## src/inc/urt_defs.vh

```
// Constant definitions for the UART control, data and baud-rate block.
//--------------------------------------------------------------------
//--------------------------------------------------------------------
`ifndef URT_DEFS_VH
`define URT_DEFS_VH

// Register byte offsets on the AXI4-Lite bus.
`define URT_ADDR_W 8
`define URT_OFF_CTRL_ONE 8'h00
`define URT_OFF_CTRL_TWO 8'h04
`define URT_OFF_STATUS 8'h08
`define URT_OFF_DATA 8'h0C
`define URT_OFF_BAUD 8'h10

// Control-one bit positions.
`define URT_C1_MASTER 7
`define URT_C1_NINE 6
`define URT_C1_PAR_EN 5
`define URT_C1_PAR_ODD 4
`define URT_C1_STOP2 3
`define URT_C1_RXB8 1
`define URT_C1_TXB8 0

// Control-two bit positions.
`define URT_C2_TX_ENABLE 7
`define URT_C2_RX_ENABLE 6
`define URT_C2_HIGH 5
`define URT_C2_ADDR 4
`define URT_C2_WAKE 3
`define URT_C2_RIE 2
`define URT_C2_TX_IDLE_IRQ_EN 1
`define URT_C2_TX_EMPTY_IRQ_EN 0

// Status bit positions.
`define URT_ST_WAKE 6

// Reset values.
`define URT_CTRL_RST 8'h00
`define URT_BAUD_RST 8'h00

// Oversampling: sixteen sub-bit ticks per bit, sample at the middle.
`define URT_OS_LAST 4'hF
`define URT_OS_MID 4'h7
`define URT_PRE_LOW 2'h3

// Payload slots per frame in the two word-length modes.
`define URT_NBITS_NINE 4'h9
`define URT_NBITS_EIGHT 4'h8

// AXI responses.
`define URT_RESP_OKAY 2'b00
`define URT_RESP_SLVERR 2'b10

`endif

```

## src/hw/urt_top.v

```verilog
// UART control registers, data register, baud generator and serial engines.
//
// Decided for this implementation: the placing of the registers and the AXI4-Lite interface to the registers.
`timescale 1ns/1ns
`include "urt_defs.vh"

module urt_top (
  input wire aclk,
  input wire aresetn,
  input wire [7:0] s_axi_awaddr,
  input wire [2:0] s_axi_awprot,
  input wire s_axi_awvalid,
  output reg s_axi_awready,
  input wire [31:0] s_axi_wdata,
  input wire [3:0] s_axi_wstrb,
  input wire s_axi_wvalid,
  output reg s_axi_wready,
  output reg [1:0] s_axi_bresp,
  output reg s_axi_bvalid,
  input wire s_axi_bready,
  input wire [7:0] s_axi_araddr,
  input wire [2:0] s_axi_arprot,
  input wire s_axi_arvalid,
  output reg s_axi_arready,
  output reg [31:0] s_axi_rdata,
  output reg [1:0] s_axi_rresp,
  output reg s_axi_rvalid,
  input wire s_axi_rready,
  input wire uart_clk_off,
  input wire rx_pin_i,
  output reg tx_pin_o,
  output reg tx_pin_oe_n,
  output reg rx_pin_own,
  output reg uart_irq
);

  //--------------------------------------------------------------------
  // State codes
  //--------------------------------------------------------------------
  localparam [1:0] ST_IDLE = 2'd0;
  localparam [1:0] ST_START = 2'd1;
  localparam [1:0] ST_BITS = 2'd2;
  localparam [1:0] ST_STOP = 2'd3;

  //--------------------------------------------------------------------
  // Registers and flags
  //--------------------------------------------------------------------
  reg [7:0] ctrl_one_reg; // Master enable, format and ninth-bit control.
  reg [7:0] uart_ctrl_two_reg; // Enables and interrupt gates.
  reg [7:0] baud_divisor_reg; // Baud divisor N.
  reg [7:0] tx_hold_reg; // Transmit holding byte.
  reg [7:0] rx_data_reg; // Last accepted received byte.
  reg rx_bit8_reg; // Ninth received bit.
  reg tx_empty_reg; // Holding register empty.
  reg tx_idle_reg; // Transmitter idle.
  reg rx_full_reg; // Received byte waiting.
  reg rx_overrun_reg; // A word was lost because the byte was not read.
  reg par_err_reg; // Parity mismatch on the last accepted word.
  reg wake_flag_reg; // Wake-up request, sticky.
  wire rx_idle; // Receiver between frames, shown in status.

  wire master_en = ctrl_one_reg[`URT_C1_MASTER];
  wire nine_bit_sel = ctrl_one_reg[`URT_C1_NINE];
  wire parity_enable = ctrl_one_reg[`URT_C1_PAR_EN];
  wire parity_type = ctrl_one_reg[`URT_C1_PAR_ODD];
  wire stop_bits_sel = ctrl_one_reg[`URT_C1_STOP2];
  wire tx_bit8 = ctrl_one_reg[`URT_C1_TXB8];
  wire tx_run = uart_ctrl_two_reg[`URT_C2_TX_ENABLE] & master_en;
  wire rx_run = uart_ctrl_two_reg[`URT_C2_RX_ENABLE] & master_en & ~uart_clk_off;
  wire [3:0] nbits = nine_bit_sel ? `URT_NBITS_NINE : `URT_NBITS_EIGHT;

  //--------------------------------------------------------------------
  // AXI4-Lite slave
  //--------------------------------------------------------------------
  reg aw_full_reg; // Write address taken, waiting for data.
  reg w_full_reg; // Write data taken, waiting for address.
  reg [7:0] aw_addr_reg;
  reg [7:0] w_data_reg;
  reg w_lane0_reg; // Byte lane 0 enabled; registers live in it.
  reg rd_stat_reg; // Pulse: status register was read.
  reg rd_data_reg; // Pulse: data register was read.
  wire wr_fire = aw_full_reg & w_full_reg & ~s_axi_bvalid;
  wire wr_en = wr_fire & w_lane0_reg;
  wire [7:0] status = {1'b0, wake_flag_reg, rx_idle, par_err_reg, rx_overrun_reg,
                       rx_full_reg, tx_idle_reg, tx_empty_reg};
  wire aw_ok = (aw_addr_reg == `URT_OFF_CTRL_ONE) || (aw_addr_reg == `URT_OFF_CTRL_TWO) ||
               (aw_addr_reg == `URT_OFF_STATUS) || (aw_addr_reg == `URT_OFF_DATA) ||
               (aw_addr_reg == `URT_OFF_BAUD);
  reg [7:0] rd_mux; // Read data for the address on the read channel.
  reg rd_ok;

  // Read multiplexer; the ninth received bit shows in control one.
  always @* begin
    rd_ok = 1'b1;
    case (s_axi_araddr)
      `URT_OFF_CTRL_ONE: rd_mux = {ctrl_one_reg[7:2], rx_bit8_reg, 1'b0};
      `URT_OFF_CTRL_TWO: rd_mux = uart_ctrl_two_reg;
      `URT_OFF_STATUS: rd_mux = status;
      `URT_OFF_DATA: rd_mux = rx_data_reg;
      `URT_OFF_BAUD: rd_mux = baud_divisor_reg;
      default: begin
        rd_mux = 8'h00;
        rd_ok = 1'b0;
      end
    endcase
  end

  // Address and data are taken in either order; the response follows both.
  always @(posedge aclk) begin
    if (!aresetn) begin
      s_axi_awready <= 1'b1;
      s_axi_wready <= 1'b1;
      s_axi_bvalid <= 1'b0;
      s_axi_bresp <= `URT_RESP_OKAY;
      aw_full_reg <= 1'b0;
      w_full_reg <= 1'b0;
      aw_addr_reg <= 8'h00;
      w_data_reg <= 8'h00;
      w_lane0_reg <= 1'b0;
    end else begin
      if (s_axi_awvalid && s_axi_awready) begin
        aw_full_reg <= 1'b1;
        aw_addr_reg <= s_axi_awaddr;
        s_axi_awready <= 1'b0;
      end
      if (s_axi_wvalid && s_axi_wready) begin
        w_full_reg <= 1'b1;
        w_data_reg <= s_axi_wdata[7:0];
        w_lane0_reg <= s_axi_wstrb[0];
        s_axi_wready <= 1'b0;
      end
      if (wr_fire) begin
        aw_full_reg <= 1'b0;
        w_full_reg <= 1'b0;
        s_axi_bvalid <= 1'b1;
        s_axi_bresp <= aw_ok ? `URT_RESP_OKAY : `URT_RESP_SLVERR;
      end
      if (s_axi_bvalid && s_axi_bready) begin
        s_axi_bvalid <= 1'b0;
        s_axi_awready <= 1'b1;
        s_axi_wready <= 1'b1;
      end
    end
  end

  // Reads answer one cycle after acceptance; the data pulse clears the full and overrun flags, the status pulse drives nothing.
  always @(posedge aclk) begin
    if (!aresetn) begin
      s_axi_arready <= 1'b1;
      s_axi_rvalid <= 1'b0;
      s_axi_rdata <= 32'h0000_0000;
      s_axi_rresp <= `URT_RESP_OKAY;
      rd_stat_reg <= 1'b0;
      rd_data_reg <= 1'b0;
    end else begin
      rd_stat_reg <= 1'b0;
      rd_data_reg <= 1'b0;
      if (s_axi_arvalid && s_axi_arready) begin
        s_axi_arready <= 1'b0;
        s_axi_rvalid <= 1'b1;
        s_axi_rdata <= {24'h00_0000, rd_mux};
        s_axi_rresp <= rd_ok ? `URT_RESP_OKAY : `URT_RESP_SLVERR;
        rd_stat_reg <= (s_axi_araddr == `URT_OFF_STATUS);
        rd_data_reg <= (s_axi_araddr == `URT_OFF_DATA);
      end
      if (s_axi_rvalid && s_axi_rready) begin
        s_axi_rvalid <= 1'b0;
        s_axi_arready <= 1'b1;
      end
    end
  end

  //--------------------------------------------------------------------
  // Baud generator and RX pin synchroniser
  //--------------------------------------------------------------------
  wire os_tick;
  // One tick source serves both directions.
  urt_baud_gen u_baud (
    .aclk(aclk),
    .aresetn(aresetn),
    .run(master_en & ~uart_clk_off & (tx_run | rx_run)),
    .high_speed(uart_ctrl_two_reg[`URT_C2_HIGH]),
    .divisor(baud_divisor_reg),
    .os_tick(os_tick)
  );

  reg rx_meta_reg; // First synchroniser stage, read only by the second.
  reg rx_sync_reg; // Synchronised RX level.
  reg rx_prev_reg; // Previous synchronised level, for edge detection.
  always @(posedge aclk) begin
    if (!aresetn) begin
      rx_meta_reg <= 1'b1;
      rx_sync_reg <= 1'b1;
      rx_prev_reg <= 1'b1;
    end else begin
      rx_meta_reg <= rx_pin_i;
      rx_sync_reg <= rx_meta_reg;
      rx_prev_reg <= rx_sync_reg;
    end
  end
  // Wake only while the source clock is stopped and wake is enabled.
  wire wake_set = uart_clk_off & uart_ctrl_two_reg[`URT_C2_WAKE] & rx_prev_reg & ~rx_sync_reg;

  //--------------------------------------------------------------------
  // Transmitter
  //--------------------------------------------------------------------
  reg [1:0] tx_state_reg;
  reg [3:0] tx_os_reg; // Sub-bit tick count within a bit.
  reg [3:0] tx_bit_reg; // Data bits sent, or stop bits sent.
  reg [8:0] tx_shift_reg;
  reg [8:0] tx_word; // Frame payload with optional parity slot.
  reg tx_load; // Holding byte moved to the shifter this cycle.
  integer i;

  // Parity takes the last payload slot, as in the 7+P and 8+P formats.
  always @* begin
    tx_word = {tx_bit8, tx_hold_reg};
    if (parity_enable) begin
      tx_word[nbits - 4'd1] = parity_type;
      for (i = 0; i < 8; i = i + 1) begin
        if (i < nbits - 4'd1) begin
          tx_word[nbits - 4'd1] = tx_word[nbits - 4'd1] ^ tx_word[i];
        end
      end
    end
  end

  always @* begin
    tx_load = (tx_state_reg == ST_IDLE) & tx_run & ~tx_empty_reg;
  end

  // Frame sequencer; losing either enable resets it and floats the pin.
  always @(posedge aclk) begin
    if (!aresetn || !tx_run) begin
      tx_state_reg <= ST_IDLE;
      tx_os_reg <= 4'h0;
      tx_bit_reg <= 4'h0;
      tx_shift_reg <= 9'h1FF;
      tx_pin_o <= 1'b1;
      tx_pin_oe_n <= 1'b1;
    end else begin
      tx_pin_oe_n <= 1'b0;
      case (tx_state_reg)
        ST_IDLE: begin
          tx_pin_o <= 1'b1;
          if (tx_load) begin
            tx_shift_reg <= tx_word;
            tx_os_reg <= 4'h0;
            tx_state_reg <= ST_START;
          end
        end
        ST_START: begin
          tx_pin_o <= 1'b0;
          if (os_tick) begin
            tx_os_reg <= tx_os_reg + 4'h1;
            if (tx_os_reg == `URT_OS_LAST) begin
              tx_bit_reg <= 4'h0;
              tx_state_reg <= ST_BITS;
            end
          end
        end
        ST_BITS: begin
          tx_pin_o <= tx_shift_reg[0]; // LSB first.
          if (os_tick) begin
            tx_os_reg <= tx_os_reg + 4'h1;
            if (tx_os_reg == `URT_OS_LAST) begin
              tx_shift_reg <= {1'b1, tx_shift_reg[8:1]};
              tx_bit_reg <= tx_bit_reg + 4'h1;
              if (tx_bit_reg == nbits - 4'd1) begin
                tx_bit_reg <= 4'h0;
                tx_state_reg <= ST_STOP;
              end
            end
          end
        end
        ST_STOP: begin
          tx_pin_o <= 1'b1; // Stop bits always sent, one or two.
          if (os_tick) begin
            tx_os_reg <= tx_os_reg + 4'h1;
            if (tx_os_reg == `URT_OS_LAST) begin
              tx_bit_reg <= tx_bit_reg + 4'h1;
              if (tx_bit_reg == {3'b000, stop_bits_sel}) begin
                tx_state_reg <= ST_IDLE;
              end
            end
          end
        end
        default: tx_state_reg <= ST_IDLE;
      endcase
    end
  end

  //--------------------------------------------------------------------
  // Receiver
  //--------------------------------------------------------------------
  reg [1:0] rx_state_reg;
  reg [3:0] rx_os_reg;
  reg [3:0] rx_bit_reg;
  reg [8:0] rx_shift_reg;
  reg rx_done_reg; // Pulse: a whole word has arrived.
  reg [8:0] rx_word_reg; // Arrived word, right aligned.
  assign rx_idle = (rx_state_reg == ST_IDLE);
  reg rx_par_bad;
  integer k; // Own loop index, so no variable is shared with the transmit side.

  // Parity check over the same slot layout the transmitter uses.
  always @* begin
    rx_par_bad = 1'b0;
    if (parity_enable) begin
      rx_par_bad = parity_type ^ rx_word_reg[nbits - 4'd1];
      for (k = 0; k < 8; k = k + 1) begin
        if (k < nbits - 4'd1) begin
          rx_par_bad = rx_par_bad ^ rx_word_reg[k];
        end
      end
    end
  end

  // Start is checked at mid-bit so a glitch does not open a frame; one stop
  // bit time is waited out, its level not checked. Disabling aborts and resets the sequencer.
  always @(posedge aclk) begin
    if (!aresetn || !rx_run) begin
      rx_state_reg <= ST_IDLE;
      rx_os_reg <= 4'h0;
      rx_bit_reg <= 4'h0;
      rx_shift_reg <= 9'h000;
      rx_done_reg <= 1'b0;
      rx_word_reg <= 9'h000;
      rx_pin_own <= 1'b0;
    end else begin
      rx_pin_own <= 1'b1;
      rx_done_reg <= 1'b0;
      case (rx_state_reg)
        ST_IDLE: begin
          rx_os_reg <= 4'h0;
          if (!rx_sync_reg) begin
            rx_state_reg <= ST_START;
          end
        end
        ST_START: begin
          if (os_tick) begin
            rx_os_reg <= rx_os_reg + 4'h1;
            if (rx_os_reg == `URT_OS_MID) begin
              rx_os_reg <= 4'h0;
              rx_bit_reg <= 4'h0;
              rx_state_reg <= rx_sync_reg ? ST_IDLE : ST_BITS;
            end
          end
        end
        ST_BITS: begin
          if (os_tick) begin
            rx_os_reg <= rx_os_reg + 4'h1;
            if (rx_os_reg == `URT_OS_LAST) begin
              rx_shift_reg <= {rx_sync_reg, rx_shift_reg[8:1]}; // LSB first.
              rx_bit_reg <= rx_bit_reg + 4'h1;
              if (rx_bit_reg == nbits - 4'd1) begin
                rx_state_reg <= ST_STOP;
              end
            end
          end
        end
        ST_STOP: begin
          if (os_tick) begin
            rx_os_reg <= rx_os_reg + 4'h1;
            if (rx_os_reg == `URT_OS_LAST) begin
              rx_done_reg <= 1'b1;
              rx_word_reg <= nine_bit_sel ? rx_shift_reg : {1'b0, rx_shift_reg[8:1]};
              rx_state_reg <= ST_IDLE;
            end
          end
        end
        default: rx_state_reg <= ST_IDLE;
      endcase
    end
  end

  // Address bit is bit 7 in 8-bit mode, bit 8 in 9-bit mode.
  wire rx_addr_bit = nine_bit_sel ? rx_word_reg[8] : rx_word_reg[7];
  wire rx_keep = rx_done_reg & (~uart_ctrl_two_reg[`URT_C2_ADDR] | rx_addr_bit);

  //--------------------------------------------------------------------
  // Control registers and flags
  //--------------------------------------------------------------------
  // Accepted data write; it must also hold off the idle set in its own cycle.
  wire tx_wr = wr_en && (aw_addr_reg == `URT_OFF_DATA) && tx_empty_reg && tx_run;

  // Bus clears are applied first so a same-cycle hardware set wins; the disable clears at the end win over it.
  always @(posedge aclk) begin
    if (!aresetn) begin
      ctrl_one_reg <= `URT_CTRL_RST; // 8 data, no parity, one stop.
      uart_ctrl_two_reg <= `URT_CTRL_RST;
      baud_divisor_reg <= `URT_BAUD_RST;
      tx_hold_reg <= 8'h00;
      rx_data_reg <= 8'h00;
      rx_bit8_reg <= 1'b0;
      tx_empty_reg <= 1'b1;
      tx_idle_reg <= 1'b1;
      rx_full_reg <= 1'b0;
      rx_overrun_reg <= 1'b0;
      par_err_reg <= 1'b0;
      wake_flag_reg <= 1'b0;
      uart_irq <= 1'b0;
    end else begin
      if (wr_en && aw_addr_reg == `URT_OFF_CTRL_ONE) begin
        ctrl_one_reg <= {w_data_reg[7:2], 1'b0, w_data_reg[0]};
      end
      if (wr_en && aw_addr_reg == `URT_OFF_CTRL_TWO) begin
        uart_ctrl_two_reg <= w_data_reg;
      end
      if (wr_en && aw_addr_reg == `URT_OFF_BAUD) begin
        baud_divisor_reg <= w_data_reg;
      end
      if (wr_en && aw_addr_reg == `URT_OFF_STATUS && w_data_reg[`URT_ST_WAKE]) begin
        wake_flag_reg <= 1'b0;
      end
      // A write is accepted only while the holding register is empty.
      if (tx_wr) begin
        tx_hold_reg <= w_data_reg;
        tx_empty_reg <= 1'b0;
        tx_idle_reg <= 1'b0;
      end
      if (rd_data_reg) begin
        rx_full_reg <= 1'b0;
        rx_overrun_reg <= 1'b0;
      end
      // Hardware sets.
      if (tx_load) begin
        tx_empty_reg <= 1'b1;
      end
      if (tx_empty_reg && tx_state_reg == ST_IDLE && !tx_load && !tx_wr) begin
        tx_idle_reg <= 1'b1;
      end
      if (rx_keep) begin
        if (rx_full_reg && !rd_data_reg) begin
          rx_overrun_reg <= 1'b1;
        end else begin
          rx_data_reg <= rx_word_reg[7:0];
          rx_bit8_reg <= rx_word_reg[8];
          rx_full_reg <= 1'b1;
          par_err_reg <= rx_par_bad;
        end
      end
      if (wake_set) begin
        wake_flag_reg <= 1'b1;
      end
      // Transmit enable low empties the buffer; receive enable low flushes it.
      if (!tx_run) begin
        tx_empty_reg <= 1'b1;
        tx_idle_reg <= 1'b1;
      end
      if (!uart_ctrl_two_reg[`URT_C2_RX_ENABLE] || !master_en) begin
        rx_full_reg <= 1'b0;
        rx_overrun_reg <= 1'b0;
        par_err_reg <= 1'b0;
      end
      // Master disable also clears both direction enables.
      if (!master_en) begin
        uart_ctrl_two_reg[`URT_C2_TX_ENABLE] <= 1'b0;
        uart_ctrl_two_reg[`URT_C2_RX_ENABLE] <= 1'b0;
      end
      // Request line: the receive and both transmit sources pass through their own gates; the wake flag drives it ungated.
      uart_irq <= (uart_ctrl_two_reg[`URT_C2_RIE] & (rx_overrun_reg | rx_full_reg)) |
                  (uart_ctrl_two_reg[`URT_C2_TX_IDLE_IRQ_EN] & tx_idle_reg) |
                  (uart_ctrl_two_reg[`URT_C2_TX_EMPTY_IRQ_EN] & tx_empty_reg) |
                  wake_flag_reg;
    end
  end

endmodule // urt_top

```

## src/hw/urt_baud_gen.v

```verilog
// Baud-rate generator: prescaler plus free-running 8-bit reload timer.
`timescale 1ns/1ns
`include "urt_defs.vh"

module urt_baud_gen (
  input wire aclk,
  input wire aresetn,
  input wire run,
  input wire high_speed,
  input wire [7:0] divisor,
  output reg os_tick
);

  //--------------------------------------------------------------------
  // Counters
  //--------------------------------------------------------------------
  reg [1:0] pre_reg; // Divide-by-four prescaler for the low speed mode.
  reg [7:0] timer_reg; // Down-counting 8-bit timer.

  wire pre_done = high_speed | (pre_reg == `URT_PRE_LOW);

  // The timer counts N+1 prescaled steps, so a sub-bit tick comes every
  // 4(N+1) or (N+1) clocks; sixteen ticks make one bit.
  // Stopping resets the counters so a re-enable starts a fresh period.
  always @(posedge aclk) begin
    if (!aresetn || !run) begin
      pre_reg <= 2'h0;
      timer_reg <= 8'h00;
      os_tick <= 1'b0;
    end else begin
      os_tick <= 1'b0;
      pre_reg <= pre_done ? 2'h0 : pre_reg + 2'h1;
      if (pre_done) begin
        if (timer_reg == 8'h00) begin
          timer_reg <= divisor; // Reload from N at terminal count.
          os_tick <= 1'b1;
        end else begin
          timer_reg <= timer_reg - 8'h01;
        end
      end
    end
  end

endmodule // urt_baud_gen

```

## config.mk

```make
export PLATFORM = sky130hd
export DESIGN_NAME = urt_top
export DESIGN_NICKNAME = d
export VERILOG_FILES = /design/src/hw/urt_top.v /design/src/hw/urt_baud_gen.v
export VERILOG_INCLUDE_DIRS = /design/src /design/src/inc
export SDC_FILE = /design/constraint.sdc
export NUM_CORES = 1
export LEC_CHECK = 0
export BUFFER_PORTS_ARGS = -buffer_cell sky130_fd_sc_hd__buf_4
export CAP_MARGIN = 20
export CORE_MARGIN = 4
export CORE_UTILIZATION = 38
export CTS_CLUSTER_DIAMETER = 60
export DETAILED_ROUTE_END_ITERATION = 6
export GPL_TIMING_DRIVEN = 0
export HOLD_SLACK_MARGIN = 0.03
export PLACE_DENSITY = 0.56
export REMOVE_ABC_BUFFERS = 1
export SLEW_MARGIN = 20
export SYNTH_ARGS = -nofsm -noshare
export SYNTH_HDL_FRONTEND = slang
export SYNTH_HIERARCHICAL = 1
export SYNTH_SLANG_ARGS = --single-unit
```

## constraint.sdc

```tcl
create_clock -name aclk -period 5.87 [get_ports aclk]
set_clock_uncertainty 0.05 [all_clocks]
set_input_delay 0.587 -clock aclk [delete_from_list [all_inputs] [get_ports aclk]]
set_output_delay 0.587 -clock aclk [all_outputs]
set_load 0.01 [all_outputs]
```

==> flow_summary.toml, run 1 <==
[clocking]
cts.sinks = 147
worstSkewPairLatency_ns = 0.42
path_clk_slew_ns = 0.06
cts_resized = 0
cts-root-buf = "clkbuf_16"
clock_tree.buffer_depth = 2
ctsHtreeMaxLevel = 4
cts.hold.buffers_added = 0
tritoncts_clock_tree = "done"
tritoncts.num_buffers = 17
cts_post_setup_buffers_inserted = 0

[route]
num_vias = 5361
routed_via_density = 5.130
drt-wirelength-per-cell_um = 14.91
dr.pass1.iters = 4
drc = 0
wirelength_mm = 15.58
first_iter_violations = 207
ant_nets = 0

[logic_synthesis]
post_synth_most_frequent_cells = "dfxtp_1 (147), mux2i_1 (79), nand2_1 (78)"
ys.flop_type = "dfxtp_1"
yosys_register_bits = 147
synth-seq-area-share_pct = 42.36
synth_warnings = 6
async_flop_share_pct = 0
synth_most_common_cell = "dfxtp_1"
post-synth-top-area-cell = "dfxtp_1"
netlist.area_leader.share_pct = 42.36
post_synth_instance_area_mm2 = 0.006947
synth.lib_cells_used.distinct = 69
synth-edff-count = 0
yosys-top-cells-area = "dfxtp_1 (42%), mux2i_1 (11%), nand2_1 (4.2%), nor2b_1 (3.9%), nor2_1 (3.5%)"
synth_area_per_cell_um2 = 9.022
netlist_instances = 770

[setup_path]
critical-path-slowest-cell = "and3_1"
worst-setup-path-type = "in -> reg"
arrival_ns = 2.85
worstPathCellList = "buf_4 -> and3_1 -> clkinv_1 -> a2111oi_0 -> a22oi_1"
worst_setup_path_end_kind = "flip-flop"
cp_data_required_time_ns = 6.09
worst_setup_start_kind = "primary input"
slowest_delay_ns = 0.58
critPathMaxFanout = 83

[power]
power_leakage_nw = 2.991
pwr-share-clk_pct = 47.0
power_frac_comb_pct = 4.0
power_frac_seq_pct = 49.0
sw_frac_of_total_pct = 21.45
p_int_mw = 1.644
peakVddDrop_mv = 0.2239
power_per_cell_area_mw_per_mm2 = 264.7
p_switching_uw = 449.0

[sta]
grt_setup_unrepaired = "false"
report.final.slew_viol_count = 0
max_clock_freq_mhz = 381.5
timing.slew.headroom_pct = 31.98
clock_period_minus_final_worst_setup_slack_ns = 2.621
timing.final.hold_violations = 0
fin_setup_tns_ns = 0
final_ws_setup_ns = 3.249
finalSetupViolCount = 0
tightestPinTransition_ns = 1.016
fin_crit_sh_pct = 44.66

[placed_design]
io_buffers = 52
placement.setup.worst_slack_ns = 2.781
dp.final_hpwl_mm = 11.33
finalWeightedCongestion = 0.7658

[layout]
insertedDiodeCount = 0
syn_to_final_growth_pct = 13.85
drive_gt1_share_pct = 11.89
fin_nets = 885

[global_route]
number_of_antenna_violations_at_the_first_check_in_global_routing = 0
grt-ovfl-total = 0
grt_start_max_net_pins = 84
grt_pass1_vias = 5080
grt_pass1_wl_mm = 25.20
groute.usage.overall_pct = 15.41

[worst_hold_path]
holdCritPathClass = "in -> reg"

[floorplanning]
die_height_um = 143.2
dieArea_mm2 = 0.02051
num_rows = 49
io-pin-count = 112
fp.dieW_um = 143.2
design.core.area_mm2 = 0.01796
initial_utilization_pct = 38.67

[flow_run]
maxCapViolations = 0

[outcome]
outcome = "finished clean"
-- per-layer routing --
layer	GRT usage, %	wire length (um)
met3	3.717	582
met5	0	0
met4	5.503	229
met2	25.47	7476
met1	19.66	7290
-- placed cells by master (no fill, tap or decap), drive strengths merged, types with 5 or more instances in the layout --
cell	netlist	routed
a21boi	26	26
a21oi	33	33
a31oi	5	5
and2	9	9
and3	6	6
buf	34	52
clkbuf	26	23
clkinv	1	5
conb	1	26
dfxtp	147	147
ha	12	12
inv	15	15
mux2i	79	79
nand2	79	79
nand2b	12	12
nand3	26	26
nor2	67	67
nor2b	43	43
nor3	14	14
nor4	6	6
o211ai	8	8
o21ai	29	29
o22ai	8	8
o31ai	5	5
xnor2	14	14
xor2	9	9
-- cell type report --
| cell class | instances | area, um2 |
|---|---|---|
| inverters | 16 | 60.06 |
| well taps | 229 | 286.5 |
| clock inverters | 6 | 57.56 |
| fillers | 1727 | 10050 |
| multi-input cells | 572 | 3704 |
| flip-flops and latches | 147 | 2943 |
| clock buffers | 23 | 467.9 |
| repair buffers | 52 | 390.4 |
-- cells by family after synthesis --
kind of cell,count (synthesis),share of synthesized area [%]
fa+ha+maj,12,2.161
simple gates,290,21.42
buf+inv,76,5.673
compound gates,137,12.75
mux,83,12.36
other cells,1,0.05398
xor+xnor,24,3.224
flops,147,42.36
-- worst paths after layout --
path	from	cells past startpoint	slack (ns)	end
setup / recovery	aresetn	5	3.25	tx_shift_reg[8]
hold / removal	rx_pin_i	2	0.30	rx_meta_reg
setup reg to reg	tx_state_reg[0]	6	3.30	tx_shift_reg[8]
hold reg to reg	rx_meta_reg	1	0.36	rx_sync_reg
-- power by group through the flow --
stage	Clock, mW	Sequential (mW)	Combinational [mW]
after floorplan	0	1.04	0.0428
after global placement	0	1.05	0.0836
after detailed placement	0	1.05	0.0851
after CTS	1.01	1.03	0.0852
after global routing	1.05	1.03	0.0945
final	0.984	1.03	0.0843
-- worst max-delay path: cells and delay by family --
family | cells | cell delay [ns]
simple gates | 1 | 0.58
buf+inv | 2 | 0.97
compound gates | 2 | 0.66
-- stage by stage --
step	std cells	power, mW	utilization [%]	area (um2)	hold WS [ns]
6_report	1045	2.093	44.03	7909	0.2961
5_1_grt	1045	2.174	44.03	7909	0.2974
4_1_cts	1045	2.121	44.03	7909	0.2835
3_5_place_dp	1016	1.132	41.10	7383	0.3510
3_3_place_gp	1016	1.130	41.10	7383	0.3448
2_1_floorplan	735	1.085	-	6706	0.3363
No activity file was read; power rests on OpenSTA's default activity.
==> run 2: changes to the inputs <==
Settings changed: PLACE_DENSITY 0.56 to 0.59.
Clock period 5.87 ns to 2.3 ns, I/O delays scaled along.
==> run 2 against run 1 <==
  * Flip-flop and latch count did not move
  * Die area did not move
  * Clock power rose to 2.8 times the previous value
  * Sequential share of layout area fell by 1.3 points
  * Worst setup slack got worse by 3.1 ns
  * Count of clock-buffer cells in the layout fell by 4
  * Combinational power rose to 2.9 times the previous value
  * Cell area rose by 3.7%
  * Worst hold slack got worse by 0.25 ns
  * Critical path type is now reg -> reg
  * Largest cell class unchanged
==> flow_summary.toml, run 2 (same netlist as run 1, synthesis figures left out) <==
[placed_design]
finalWeightedCongestion = 0.8095
io_buffers = 52
placement.setup.worst_slack_ns = -0.3073
dp.final_hpwl_mm = 10.61
place.detailed.instances = 1016

[setup_path]
critPathMaxFanout = 8
worst_setup_start_kind = "flip-flop"
worst_setup_path_end_kind = "flip-flop"
arrival_ns = 2.37
cp_data_required_time_ns = 2.56
worst-setup-path-type = "reg -> reg"
worst-r2r-cell-count = 4
setup.reg_to_reg.worst_slack_ns = 0.19

[sta]
final_ws_setup_ns = 0.1888
report.final.slew_viol_count = 0
clock_period_minus_final_worst_setup_slack_ns = 2.111
fin_crit_sh_pct = 91.79
max_clock_freq_mhz = 473.7
grt_setup_unrepaired = "false"
fin_setup_tns_ns = 0
timing.slew.headroom_pct = 46.74
finalSetupViolCount = 0
tightestPinTransition_ns = 0.7930
timing.final.hold_violations = 0

[layout]
syn_to_final_growth_pct = 18.10
drive_gt1_share_pct = 13.56
final_core_utilization_pct = 45.67
fin_nets = 907
final_common_cell = "dfxtp_1"
stdcell_count = 1070
insertedDiodeCount = 0
mostFrequentLayoutCells = "dfxtp_1 (145), mux2i_1 (79), nand2_1 (77)"

[power]
sw_frac_of_total_pct = 23.80
report.power.total_mw = 5.618
power_frac_comb_pct = 4.3
power_frac_seq_pct = 46.5
power_per_cell_area_mw_per_mm2 = 684.7
p_int_mw = 4.280
power_leakage_nw = 3.111
pwr-share-clk_pct = 49.2
p_switching_mw = 1.337
peakVddDrop_mv = 0.4929

[floorplanning]
die_height_um = 143.2
design.core.area_mm2 = 0.01796
io-pin-count = 112
num_rows = 49
dieArea_mm2 = 0.02051
fp.dieW_um = 143.2
initial_utilization_pct = 38.67

[flow_run]
maxCapViolations = 0

[global_route]
grt_pass1_vias = 4917
groute.usage.overall_pct = 15.28
grt_pass1_wl_mm = 25.02
number_of_antenna_violations_at_the_first_check_in_global_routing = 0
grt-ovfl-total = 0
grt_start_max_net_pins = 84

[clocking]
tritoncts_clock_tree = "done"
clock_tree.buffer_depth = 2
ctsHtreeMaxLevel = 4
path_clk_slew_ns = 0.07
worstSkewPairLatency_ns = 0.42
tritoncts.num_buffers = 17
cts.sinks = 147
cts-root-buf = "clkbuf_16"

[route]
dr.pass1.iters = 6
first_iter_violations = 215
routed_via_density = 4.966
drc = 0
wirelength_mm = 15.40
num_vias = 5314
ant_nets = 0
drt-wirelength-per-cell_um = 14.39

[worst_hold_path]
min_delay_path_depth = 3
holdCritPathClass = "in -> reg"

[outcome]
outcome = "finished clean"
-- run 2: changes by cell type in the layout (fill, tap and decap cells not counted), moves of 2 or more --
cell,delta
dfxtp_2,+2
dlygate4sd3_1,+18
clkinv_4,+3
inv_6,+5
dfxtp_1,-2
buf_4,+4
clkbuf_1,-4
clkinv_2,-4
inv_8,+2
-- run 2: what timing repair did --
item                                    4_1_cts  5_1_grt
endpoints found under the setup margin       16       26
hold endpoints to repair                     17        0
cloned                                        0        0
hold buffers                                 18        0
gates resized for setup                       2        5
pin swaps                                     0        1
setup buffers                                 0        4
-- run 2: final cells by class --
class,instances,area [um2]
multi-input combinational,572,3721
clock inverter,13,137.6
clock buffer,19,452.9
sequential,147,2945
tap,229,286.5
fill,1780,9759
timing repair buffer,74,600.6
inverter,16,60.06
-- run 2: through the flow --
stage	instance area (um2)	hold slack, ns
2_1_floorplan	6706	0.2518
3_3_place_gp	7383	0.3391
3_5_place_dp	7383	0.3472
4_1_cts	8158	0.03285
5_1_grt	8204	0.03113
6_report	8204	0.04407
-- run 2: metal layers --
metal	vias up	global-route usage [%]	share of wire, %
met5	-	0	0
li1	2750	-	-
met1	2455	20.85	50
met3	20	4.354	3.8
met4	0	4.552	1.6
met2	89	23.59	45
-- run 2: path summary, 6_finish.rpt --
check / end / from
max: baud_divisor_reg[5] / aw_addr_reg[5]
min: w_data_reg[7] / s_axi_wdata[7]
max reg2reg: baud_divisor_reg[5] / aw_addr_reg[5]
min reg2reg: rx_sync_reg / rx_meta_reg
-- run 2: power by group through the flow --
stage | Sequential (mW) | Combinational, mW | Clock [mW]
6_report | 2.61 | 0.242 | 2.76
5_1_grt | 2.62 | 0.269 | 2.93
4_1_cts | 2.61 | 0.243 | 2.83
3_5_place_dp | 2.67 | 0.218 | 0
3_3_place_gp | 2.67 | 0.216 | 0
2_1_floorplan | 2.66 | 0.109 | 0
-- run 2: worst max-delay path: stages (launching register included) --
cell and delay (ns):
dfxtp_1 0.31, or4_4 0.58, nor4_4 0.73, mux2i_1 0.27
nor2b_1 0.06
==> run 3: changes to the inputs <==
Settings changed: CORE_UTILIZATION 38 to 61, PLACE_DENSITY 0.59 to 0.84.
Clock period 2.3 ns to 2.7 ns, I/O delays scaled along.
==> run 3 against run 2 <==
  * Count of clock-buffer cells in the layout is 1 higher
  * Clock power is 19% lower
  * Die area shrank 36%
  * Cell area is 4.0% lower
  * Critical path depth up 2
  * First-iteration DRC count up 79%
  * Global-route usage up 8.8 points
  * Core utilization up 26 points
  * Sequential power shrank 15%
  * Register-to-register slack improved by 0.07 ns
  * Sequential share of layout area increased by 1.5 points
  * Non-clock buffer count fell by 19
  * Critical endpoint is now tx_shift_reg[8]
  * Highest routed layer unchanged
==> flow_summary.toml, run 3 (same netlist as run 1, synthesis figures left out) <==
[global_route]
number_of_antenna_violations_at_the_first_check_in_global_routing = 0
grt_pass1_vias = 5335
groute.usage.overall_pct = 24.07
grt-ovfl-total = 0
grt_pass1_wl_mm = 25.37
grt_start_max_net_pins = 84

[route]
wirelength_mm = 15.20
num_vias = 5513
ant_nets = 0
routed_via_density = 5.737
dr.pass1.iters = 6
drc = 0
first_iter_violations = 385
drt-wirelength-per-cell_um = 15.81

[clocking]
worstSkewPairLatency_ns = 0.43
ctsHtreeMaxLevel = 4
tritoncts.num_buffers = 17
path_clk_slew_ns = 0.06
clock_tree.buffer_depth = 2
tritoncts_clock_tree = "done"
cts-root-buf = "clkbuf_16"
cts.sinks = 147
cts_post_setup_buffers_inserted = 0

[setup_path]
cp_data_required_time_ns = 2.93
worst_setup_start_kind = "flip-flop"
worstPathCellList = "inv_1 -> ha_2 -> mux2_2 -> nand2_1 -> a2111oi_1 -> a22oi_1"
worst-setup-path-type = "reg -> reg"
slowest_delay_ns = 0.61
critical-path-slowest-cell = "a2111oi_1"
critPathMaxFanout = 17
worst_setup_path_end_kind = "flip-flop"
arrival_ns = 2.67

[placed_design]
placedInstanceArea_mm2 = 0.007272
io_buffers = 52
placement.setup.worst_slack_ns = 0.01082
dp.final_hpwl_mm = 10.55
place.detailed.instances = 927
finalWeightedCongestion = 0.8366

[floorplanning]
design.core.area_mm2 = 0.01098
die_height_um = 114.7
dieArea_mm2 = 0.01316
num_rows = 38
fp.dieW_um = 114.7
io-pin-count = 112
initial_utilization_pct = 63.25

[sta]
timing.slew.headroom_pct = 31.95
fin_crit_sh_pct = 90.53
whs_ns = 0.05133
grt_setup_unrepaired = "false"
timing.final.hold_violations = 0
final_ws_setup_ns = 0.2557
report.final.slew_viol_count = 0
fin_setup_tns_ns = 0
max_clock_freq_mhz = 409.1
finalSetupViolCount = 0
tightestPinTransition_ns = 1.016
clock_period_minus_final_worst_setup_slack_ns = 2.444

[power]
power_per_cell_area_mw_per_mm2 = 591.4
peakVddDrop_mv = 0.4870
report.power.total_mw = 4.658
power_leakage_nw = 3.019

[layout]
fin_area_mm2 = 0.007876
final_core_utilization_pct = 71.71
syn_to_final_growth_pct = 13.38
insertedDiodeCount = 0
mostFrequentLayoutCells = "dfxtp_1 (146), mux2i_1 (79), nand2_1 (78)"
stdcell_count = 961
num-fill-cells = 804
final_common_cell = "dfxtp_1"
fin_nets = 888
drive_gt1_share_pct = 12.79

[outcome]
outcome = "finished clean"

[flow_run]
maxCapViolations = 0

[worst_hold_path]
holdCritPathClass = "in -> reg"
==> run 3: changes by cell type in the layout (fill, tap and decap cells not counted), moves of 2 or more <==
cell and delta:
dlygate4sd3_1 -15, buf_4 -4, clkinv_2 +3, clkinv_4 -2, inv_6 -2, inv_8 -2
==> run 3: final timing paths <==
| path | to | start | depth (start not counted) | slack [ns] |
|---|---|---|---|---|
| min | w_data_reg[4] | s_axi_wdata[4] | 3 | 0.05 |
| max | tx_shift_reg[8] | tx_state_reg[0] | 6 | 0.26 |
| min reg2reg | rx_sync_reg | rx_meta_reg | 1 | 0.38 |
| max reg2reg | tx_shift_reg[8] | tx_state_reg[0] | 6 | 0.26 |
==> run 3: power by group <==
group	total [mW]	switching, mW	internal, mW
logic	0.187	0.0988	0.0886
registers	2.23	0.0320	2.20
clock network	2.24	0.906	1.34
==> run 3: area by class of cell <==
class | count | area (um2) | area share [%]
Inverter | 16 | 60.06 | 0.7625
Tap cell | 140 | 175.2 | 2.224
Sequential cell | 147 | 2944 | 37.38
Timing Repair Buffer | 55 | 420.4 | 5.338
Clock buffer | 20 | 466.7 | 5.925
Multi-Input combinational cell | 572 | 3707 | 47.07
Clock inverter | 11 | 102.6 | 1.303
==> run 3: what timing repair did <==
| action | CTS | global route |
|---|---|---|
| endpoints found under the hold margin | 3 | 0 |
| setup endpoints to repair | 1 | 11 |
| hold buffers | 3 | 0 |
| resized for setup | 1 | 2 |
==> run 3: critical path, delay by kind of cell (launching register included) <==
| kind | cells | cell delay (ns) |
|---|---|---|
| flip-flops | 1 | 0.34 |
| multiplexers | 1 | 0.25 |
| AND/OR/NAND/NOR | 1 | 0.32 |
| adder cells (fa/ha/maj) | 1 | 0.45 |
| AO/OA/AOI/OAI | 2 | 0.77 |
| buffers and inverters | 1 | 0.11 |
==> run 3: routing by layer <==
layer	share of wire (%)	up-vias	global-route usage, %
met1	43	2606	29.82
met4	2.1	0	9.390
met2	49	164	40.43
li1	-	2711	-
met5	0	-	0
met3	5.1	32	6.025
